File: config.mk
export PLATFORM = sky130hd
export DESIGN_NAME = icl_regs
export DESIGN_NICKNAME = d
export VERILOG_FILES = /design/src/core/icl_pkg.sv /design/src/core/icl_ma_conv.sv /design/src/core/icl_regs.sv
export SDC_FILE = /design/constraint.sdc
export NUM_CORES = 1
export LEC_CHECK = 0
export ABC_AREA = 0
export CAP_MARGIN = 20
export CORE_UTILIZATION = 40
export DETAILED_ROUTE_END_ITERATION = 16
export DONT_BUFFER_PORTS = 1
export REMOVE_ABC_BUFFERS = 1
export SLEW_MARGIN = 0
export SYNTH_ARGS = -nofsm -noshare
export SYNTH_HDL_FRONTEND = slang
export SYNTH_SLANG_ARGS = --single-unit
File: constraint.sdc
create_clock -name core_clk -period 4.1 [get_ports core_clk]
set_clock_uncertainty 0.2 [all_clocks]
set_input_delay 0.41 -clock core_clk [delete_from_list [all_inputs] [get_ports core_clk]]
set_output_delay 0.41 -clock core_clk [all_outputs]
set_load 0.02 [all_outputs]
File: src/core/icl_pkg.sv
// Constants for the input current limit register bank
package icl_pkg;
	// ==========================================================
	// Command codes
	localparam logic [7:0] ICL_CMD_EFFECTIVE = 8'h22;
	localparam logic [7:0] ICL_CMD_HOST = 8'h3F;
	// ==========================================================
	// Field layout
	localparam int ICL_RSVD_BIT = 15;
	localparam int ICL_FIELD_MSB = 14;
	localparam int ICL_FIELD_LSB = 8;
	localparam int ICL_FIELD_W = 7;
	localparam int ICL_MA_W = 13;
	// ==========================================================
	// Reset values
	localparam logic [15:0] ICL_HOST_RESET = 16'h4100;
	localparam logic [15:0] ICL_EFF_RESET = 16'h4100;
	localparam logic [7:0] ICL_LOW_BYTE = 8'h00;
	localparam logic [15:0] ICL_UNMAPPED_READ = 16'h0000;
	// ==========================================================
	// Current encoding
	localparam logic [12:0] ICL_STEP_MA = 13'h0032;
	localparam logic [12:0] ICL_FLOOR_MA = 13'h0032;
	localparam logic [12:0] ICL_MAX_MA = 13'h1900;
endpackage

File: src/core/icl_ma_conv.sv
// Limit code to milliamp converter with registered output
`timescale 1ns/1ps
module icl_ma_conv
	import icl_pkg::*;
(
	input wire logic core_clk,
	input wire logic srst,
	input wire logic clk_en,
	input wire logic [6:0] code,
	output logic [12:0] ma_reg
);
	logic [12:0] ma_next;

	// Code zero still means a small non-zero limit, never a dead input
	always_comb begin
		if (code == 7'h00) begin
			ma_next = ICL_FLOOR_MA;
		end else begin
			ma_next = 13'({6'h00, code} * ICL_STEP_MA);
		end
	end

	// Output register
	always_ff @(posedge core_clk) begin
		if (srst) begin
			ma_reg <= 13'(ICL_EFF_RESET[ICL_FIELD_MSB:ICL_FIELD_LSB] * ICL_STEP_MA);
		end else if (clk_en) begin
			ma_reg <= ma_next;
		end
	end
endmodule

File: src/core/icl_regs.sv
// Input current limit register bank: host limit and effective limit
`timescale 1ns/1ps
module icl_regs
	import icl_pkg::*;
(
	input wire logic core_clk,
	input wire logic srst,
	input wire logic clk_en,
	input wire logic cmd_wr,
	input wire logic cmd_rd,
	input wire logic [7:0] cmd_code,
	input wire logic [15:0] cmd_wdata,
	input wire logic adapter_present,
	input wire logic opt_active,
	input wire logic [6:0] opt_code,
	output logic [15:0] rd_data_reg,
	output logic rd_valid_reg,
	output logic wr_invalid_reg,
	output logic [6:0] limit_code_reg,
	output logic [12:0] limit_ma_reg
);
	// ==========================================================
	// Storage
	logic [6:0] host_field_reg;
	logic [6:0] host_field_next;
	logic [6:0] eff_field_next;
	logic adapter_prev_reg;
	logic adapter_removed;
	logic host_wr;
	logic host_wr_ok;
	logic [15:0] host_word;
	logic [15:0] eff_word;

	// Only the field is stored, so reserved bits cannot hold anything
	assign host_word = {1'b0, host_field_reg, ICL_LOW_BYTE};
	assign eff_word = {1'b0, limit_code_reg, ICL_LOW_BYTE};
	assign host_wr = cmd_wr && (cmd_code == ICL_CMD_HOST);
	assign host_wr_ok = host_wr && !cmd_wdata[ICL_RSVD_BIT];
	assign adapter_removed = adapter_prev_reg && !adapter_present;

	// ==========================================================
	// Host limit: removal wins over a write in the same cycle
	always_comb begin
		host_field_next = host_field_reg;
		if (adapter_removed) begin
			host_field_next = ICL_HOST_RESET[ICL_FIELD_MSB:ICL_FIELD_LSB];
		end else if (host_wr_ok) begin
			host_field_next = cmd_wdata[ICL_FIELD_MSB:ICL_FIELD_LSB];
		end
	end

	// Host field register; reset acts even while the core is frozen
	always_ff @(posedge core_clk) begin
		if (srst) begin
			host_field_reg <= ICL_HOST_RESET[ICL_FIELD_MSB:ICL_FIELD_LSB];
		end else if (clk_en) begin
			host_field_reg <= host_field_next;
		end
	end

	// Adapter edge detector; input is already synchronous
	always_ff @(posedge core_clk) begin
		if (srst) begin
			adapter_prev_reg <= 1'b0;
		end else if (clk_en) begin
			adapter_prev_reg <= adapter_present;
		end
	end

	// ==========================================================
	// Effective limit: optimizer result overrides the host value
	always_comb begin
		if (opt_active) begin
			eff_field_next = opt_code;
		end else begin
			eff_field_next = host_field_reg;
		end
	end

	// One cycle behind its sources, traded for a clean register output
	always_ff @(posedge core_clk) begin
		if (srst) begin
			limit_code_reg <= ICL_EFF_RESET[ICL_FIELD_MSB:ICL_FIELD_LSB];
		end else if (clk_en) begin
			limit_code_reg <= eff_field_next;
		end
	end

	// Milliamp value in force, floored at the smallest step
	icl_ma_conv i_icl_ma_conv (
		.core_clk(core_clk),
		.srst(srst),
		.clk_en(clk_en),
		.code(eff_field_next),
		.ma_reg(limit_ma_reg)
	);

	// ==========================================================
	// Read port; unmapped codes read zero
	always_ff @(posedge core_clk) begin
		if (srst) begin
			rd_data_reg <= ICL_UNMAPPED_READ;
			rd_valid_reg <= 1'b0;
		end else if (clk_en) begin
			rd_valid_reg <= cmd_rd;
			if (cmd_rd) begin
				case (cmd_code)
					ICL_CMD_HOST: rd_data_reg <= host_word;
					ICL_CMD_EFFECTIVE: rd_data_reg <= eff_word;
					default: rd_data_reg <= ICL_UNMAPPED_READ;
				endcase
			end
		end
	end

	// Invalid write flag pulses for one cycle
	always_ff @(posedge core_clk) begin
		if (srst) begin
			wr_invalid_reg <= 1'b0;
		end else if (clk_en) begin
			wr_invalid_reg <= host_wr && cmd_wdata[ICL_RSVD_BIT];
		end
	end

	// ==========================================================
	// Assertions: register port
	// Checks look one clock edge after the command is taken, whether or not that edge is enabled
	a_host_reset_val: assert property (@(posedge core_clk) srst |=> host_word == ICL_HOST_RESET)
		else $error("host limit not at reset value");
	a_eff_reset_val: assert property (@(posedge core_clk) srst |=> eff_word == ICL_EFF_RESET)
		else $error("effective limit not at reset value");
	a_invalid_ignored: assert property (@(posedge core_clk) disable iff (srst)
		(clk_en && host_wr && cmd_wdata[ICL_RSVD_BIT] && !adapter_removed) |=> wr_invalid_reg && $stable(host_field_reg))
		else $error("invalid write changed host limit");
	a_valid_write_taken: assert property (@(posedge core_clk) disable iff (srst)
		(clk_en && host_wr_ok && !adapter_removed)
		|=> host_field_reg == $past(cmd_wdata[ICL_FIELD_MSB:ICL_FIELD_LSB]) && !wr_invalid_reg)
		else $error("valid host write not stored");
	a_low_byte_zero: assert property (@(posedge core_clk) disable iff (srst)
		rd_valid_reg |-> rd_data_reg[7:0] == ICL_LOW_BYTE && rd_data_reg[ICL_RSVD_BIT] == 1'b0)
		else $error("reserved read bits not zero");
	a_invalid_pulse: assert property (@(posedge core_clk) disable iff (srst)
		(clk_en && !(host_wr && cmd_wdata[ICL_RSVD_BIT])) |=> !wr_invalid_reg)
		else $error("invalid write flag without invalid write");
	a_ro_write_ignored: assert property (@(posedge core_clk) disable iff (srst)
		(clk_en && cmd_wr && cmd_code != ICL_CMD_HOST && !adapter_removed)
		|=> $stable(host_field_reg) && !wr_invalid_reg)
		else $error("write to other code changed host limit");
	a_host_read: assert property (@(posedge core_clk) disable iff (srst)
		(clk_en && cmd_rd && cmd_code == ICL_CMD_HOST)
		|=> rd_valid_reg && rd_data_reg == {1'b0, $past(host_field_reg), ICL_LOW_BYTE})
		else $error("host read wrong");
	a_rd_valid_pulse: assert property (@(posedge core_clk) disable iff (srst)
		clk_en |=> rd_valid_reg == $past(cmd_rd))
		else $error("read valid not one cycle after read");
	a_eff_read: assert property (@(posedge core_clk) disable iff (srst)
		(clk_en && cmd_rd && cmd_code == ICL_CMD_EFFECTIVE)
		|=> rd_valid_reg && rd_data_reg[ICL_FIELD_MSB:ICL_FIELD_LSB] == $past(limit_code_reg))
		else $error("effective read wrong");

	// ==========================================================
	// Assertions: limit in force
	// The effective word lags its source by one enabled edge
	a_adapter_restore: assert property (@(posedge core_clk) disable iff (srst)
		(clk_en && adapter_removed) |=> host_word == ICL_HOST_RESET)
		else $error("adapter removal did not restore limit");
	a_host_copied: assert property (@(posedge core_clk) disable iff (srst)
		(clk_en && host_wr_ok && !adapter_removed && !opt_active) ##1 (clk_en && !opt_active)
		|=> limit_code_reg == $past(cmd_wdata[ICL_FIELD_MSB:ICL_FIELD_LSB], 2))
		else $error("host value not copied to effective limit");
	a_eff_tracks_host: assert property (@(posedge core_clk) disable iff (srst)
		(clk_en && !opt_active) |=> limit_code_reg == $past(host_field_reg))
		else $error("effective limit does not follow host");
	a_opt_exposed: assert property (@(posedge core_clk) disable iff (srst)
		(clk_en && opt_active) |=> limit_code_reg == $past(opt_code))
		else $error("optimizer limit not exposed");
	a_ma_floor: assert property (@(posedge core_clk) disable iff (srst)
		(clk_en && eff_field_next == 7'h00) |=> limit_ma_reg == ICL_FLOOR_MA)
		else $error("code zero not floor current");
	a_ma_scale: assert property (@(posedge core_clk) disable iff (srst)
		(clk_en && eff_field_next != 7'h00) |=> limit_ma_reg == 13'($past(eff_field_next)) * ICL_STEP_MA)
		else $error("milliamp scale wrong");
	a_ma_follows_code: assert property (@(posedge core_clk) disable iff (srst)
		limit_ma_reg == ((limit_code_reg == 7'h00) ? ICL_FLOOR_MA : 13'(limit_code_reg) * ICL_STEP_MA))
		else $error("milliamp value and code disagree");
	a_ma_range: assert property (@(posedge core_clk) disable iff (srst)
		limit_ma_reg >= ICL_FLOOR_MA && limit_ma_reg <= ICL_MAX_MA)
		else $error("limit outside span");

	// ==========================================================
	// Assertions: clock enable and reset
	// Reset overrides the enable, so a frozen core may still be reset
	a_freeze: assert property (@(posedge core_clk) disable iff (srst)
		!clk_en |=> $stable(limit_code_reg) && $stable(host_field_reg))
		else $error("state moved while clock enable low");
	a_freeze_outputs: assert property (@(posedge core_clk) disable iff (srst)
		!clk_en |=> $stable(rd_data_reg) && $stable(rd_valid_reg)
		&& $stable(wr_invalid_reg) && $stable(limit_ma_reg))
		else $error("outputs moved while clock enable low");
	a_reset_outputs: assert property (@(posedge core_clk) srst |=> !rd_valid_reg && !wr_invalid_reg
		&& rd_data_reg == ICL_UNMAPPED_READ
		&& limit_ma_reg == 13'(ICL_EFF_RESET[ICL_FIELD_MSB:ICL_FIELD_LSB] * ICL_STEP_MA))
		else $error("outputs not at reset value");

	// ==========================================================
	// Cover points
	c_valid_write: cover property (@(posedge core_clk) disable iff (srst) clk_en && host_wr_ok);
	c_invalid_write: cover property (@(posedge core_clk) disable iff (srst) wr_invalid_reg);
	c_removal: cover property (@(posedge core_clk) disable iff (srst) clk_en && adapter_removed);
	c_opt_override: cover property (@(posedge core_clk) disable iff (srst)
		clk_en && opt_active && opt_code != host_field_reg);
	c_frozen_write: cover property (@(posedge core_clk) disable iff (srst) !clk_en && cmd_wr);
endmodule

==> load_flow_metrics.sql <==
INSERT INTO impl_metrics (metric_group, metric, value, unit) VALUES
('floorplanning', 'die_h', '75.6', 'µm'),
('timing', 'final_max_slew_viols', '0', ''),
('power', 'netSwitchingFraction', '29.8', '%'),
('outcome', 'status', 'completed', ''),
('cells_and_area', 'layout_common_cells', 'sky130_fd_sc_hd__dfxtp_1, sky130_fd_sc_hd__ha_1, sky130_fd_sc_hd__nor2_1', ''),
('cells_and_area', 'layout-drive-gt1-share', '5.58', '%'),
('cts', 'cts-htree-levels', '2', ''),
('synth', 'syn_area', '2170', 'µm²'),
('power', 'power.switching', '0.261', 'mW'),
('floorplanning', 'fp.coreArea', '5170', 'µm²'),
('global_routing', 'grt_max_degree', '25', ''),
('synth', 'synth.yosys.seq_area_share', '33.2', '%'),
('cells_and_area', 'final-instance-count-excl-fill', '303', ''),
('timing', 'relative_max_transition_margin', '35.0', '%'),
('cells_and_area', 'number_of_flip_flops_under_the_largest_register_name', '12', ''),
('cts', 'clkTransAtPathRegs', '0.08', 'ns'),
('floorplanning', 'floorplan.die_area', '5720', 'µm²'),
('worst_setup_path', 'timing_worst_setup_path_type', 'flip-flop to flip-flop', ''),
('worst_setup_path', 'worst_r2r_endpoint', 'i_icl_ma_conv.ma_reg[12]', ''),
('timing', 'setup_violations', '0', ''),
('synth', 'synth.area.top_cells', 'sky130_fd_sc_hd__dfxtp_1, sky130_fd_sc_hd__ha_1, sky130_fd_sc_hd__nor2_1', ''),
('cts', 'tritoncts', 'built', ''),
('worst_setup_path', 'critPathRequiredTime', '4.10', 'ns'),
('global_routing', 'antenna_found_initial', '0', ''),
('place', 'dpl.cell_count', '292', ''),
('worst_setup_path', 'setup.worst_path.start_class', 'flip-flop', ''),
('route', 'detailedRoute.firstIterationViolations', '72', ''),
('place', 'dp_hpwl', '3.48', 'mm'),
('route', 'drtAntennaViolNets', '0', ''),
('power', 'power_frac_clock', '36.1', '%'),
('worst_setup_path', 'cpMaxStageDelayCell', 'sky130_fd_sc_hd__fa_1', ''),
('synth', 'synthFlopType', 'sky130_fd_sc_hd__dfxtp_1', ''),
('place', 'gp_routability_congestion', '0.715', ''),
('worst_setup_path', 'setup.reg_to_reg.worst_slack', '0.84', 'ns'),
('timing', 'worstMarginPinSlew', '0.972', 'ns'),
('power', 'share_seq_of_total_power', '45.7', '%'),
('floorplanning', 'die_width', '75.6', 'µm'),
('worst_setup_path', 'critical_path.reg2reg.startpoint', 'host_field_reg[1]', ''),
('synth', 'ys_async_sr_fraction', '0', '%'),
('global_routing', 'grt.total_usage', '18.0', '%'),
('place', 'buffer_ports.inserted', '0', ''),
('cells_and_area', 'nets', '300', ''),
('synth', 'synth.yosys.warnings', '0', ''),
('cells_and_area', 'mostFrequentLayoutCell', 'sky130_fd_sc_hd__dfxtp_1', ''),
('global_routing', 'gr-max-usage-layer', 'met2', ''),
('synth', 'synth_top_area_share', '33.2', '%'),
('cts', 'cts.hold.buffers_added', '2', ''),
('floorplanning', 'initial_utilization', '41.9', '%'),
('cts', 'number_of_buffers_inserted_to_repair_setup_after_cts', '0', ''),
('synth', 'ys_types', '40', ''),
('timing', 'hold_viol', '0', ''),
('timing', 'grt_setup_unrepaired', 'no', ''),
('power', 'static-leakage-power', '0.990', 'nW'),
('timing', 'period_minus_slack', '3.26', 'ns'),
('worst_setup_path', 'cp-startpoint', 'host_field_reg[1]', ''),
('global_routing', 'grt_pass1_vias', '1508', ''),
('job', 'drv_cap', '0', ''),
('synth', 'synth_top_area_cell', 'sky130_fd_sc_hd__dfxtp_1', ''),
('cells_and_area', 'fin_util', '44.4', '%'),
('global_routing', 'globalRouteMet3Util', '5.69', '%'),
('route', 'average_detailed_routed_wire_length_per_instance', '16.7', 'µm'),
('timing', 'totalNegativeSetupSlack', '0', 'ns'),
('worst_hold_path', 'min_path_cells', '1', ''),
('synth', 'synth.ff_latch_count', '36', ''),
('worst_hold_path', 'whs_endpoint', 'i_icl_ma_conv.ma_reg[8]', ''),
('worst_setup_path', 'cpMostUsedCell', 'sky130_fd_sc_hd__ha_1', ''),
('cts', 'post_cts.resized_instances', '0', ''),
('route', 'post-route-drc-count', '0', ''),
('worst_setup_path', 'critPathArrivalTime', '3.26', 'ns'),
('synth', 'netlist_instances', '233', ''),
('cts', 'tritoncts.num_buffers', '5', '');
## stage by stage
stage	instance area [µm²]	power, mW	hold slack [ns]	worst slack (ns)
CTS	2290	0.884	0.000594	0.809
global placement	2160	0.560	0.267	0.711
detailed placement	2160	0.562	0.272	0.693
global route	2300	0.923	0.00600	0.641
finish	2300	0.877	0.0192	0.840
floorplan	2070	0.531	0.253	0.979
## cell type report
cell class,count,area [µm²]
clock buffers,6,72.6
clock inverters,2,35.0
fillers,524,2880
inverters,11,41.3
multi-input cells,175,1310
flip-flops and latches,36,721
well taps,70,87.6
repair buffers,3,30.0
## critical path, delay by kind of cell, from the launching register on
| family | cells | cell delay, ns |
|---|---|---|
| AO/OA/AOI/OAI | 4 | 0.90 |
| adder cells (fa/ha/maj) | 4 | 1.36 |
| buffers and inverters | 1 | 0.14 |
| flip-flops | 1 | 0.33 |
| multiplexers | 1 | 0.26 |
## synth_stat cells (all sizes together), types with 7 or more instances
cell	instances
inv	11
nor2	26
mux2i	7
a22oi	10
a21oi	14
nand3	8
a22o	7
nand2	10
nand2b	7
dfxtp	36
ha	28
o21ai	9
buf	15
## logic make-up (layout without fill, tap and decap cells)
| group | Yosys count | count (layout) | share of synthesized area [%] |
|---|---|---|---|
| xor gates and xnor gates | 4 | 4 | 1.62 |
| adders and majority gates | 30 | 30 | 18.0 |
| other | 1 | 10 | 0.173 |
| AOI/OAI and AO/OA | 63 | 63 | 21.4 |
| buffers and inverters | 31 | 22 | 7.96 |
| DFF | 36 | 36 | 33.2 |
| muxes | 8 | 8 | 3.75 |
| and+or+nand+nor | 60 | 60 | 13.9 |
## worst max path at each step
stage	endpoint	slack, ns	depth (start not counted)
finish	i_icl_ma_conv.ma_reg[12]	0.84	10
global route	i_icl_ma_conv.ma_reg[12]	0.64	10
CTS	i_icl_ma_conv.ma_reg[12]	0.81	10
detailed placement	i_icl_ma_conv.ma_reg[12]	0.69	10
global placement	i_icl_ma_conv.ma_reg[12]	0.71	10
floorplan	i_icl_ma_conv.ma_reg[12]	0.98	10
## power by group through the flow
| stage | clock network [mW] | logic [mW] | registers, mW |
|---|---|---|---|
| after floorplan | 0 | 0.126 | 0.405 |
| final | 0.316 | 0.160 | 0.401 |
| after global routing | 0.337 | 0.184 | 0.403 |
| after global placement | 0 | 0.151 | 0.409 |
| after detailed placement | 0 | 0.152 | 0.410 |
| after CTS | 0.323 | 0.160 | 0.401 |
## per-layer routing
| layer | share of wire (%) | up-vias | wire length [µm] |
|---|---|---|---|
| li1 | - | 821 | - |
| met1 | 45 | 780 | 2250 |
| met2 | 47 | 59 | 2390 |
| met3 | 6.4 | 6 | 324 |
| met4 | 1.7 | 0 | 87 |
| met5 | 0 | - | 0 |
Note: power is estimated with default switching activity, not from simulation.
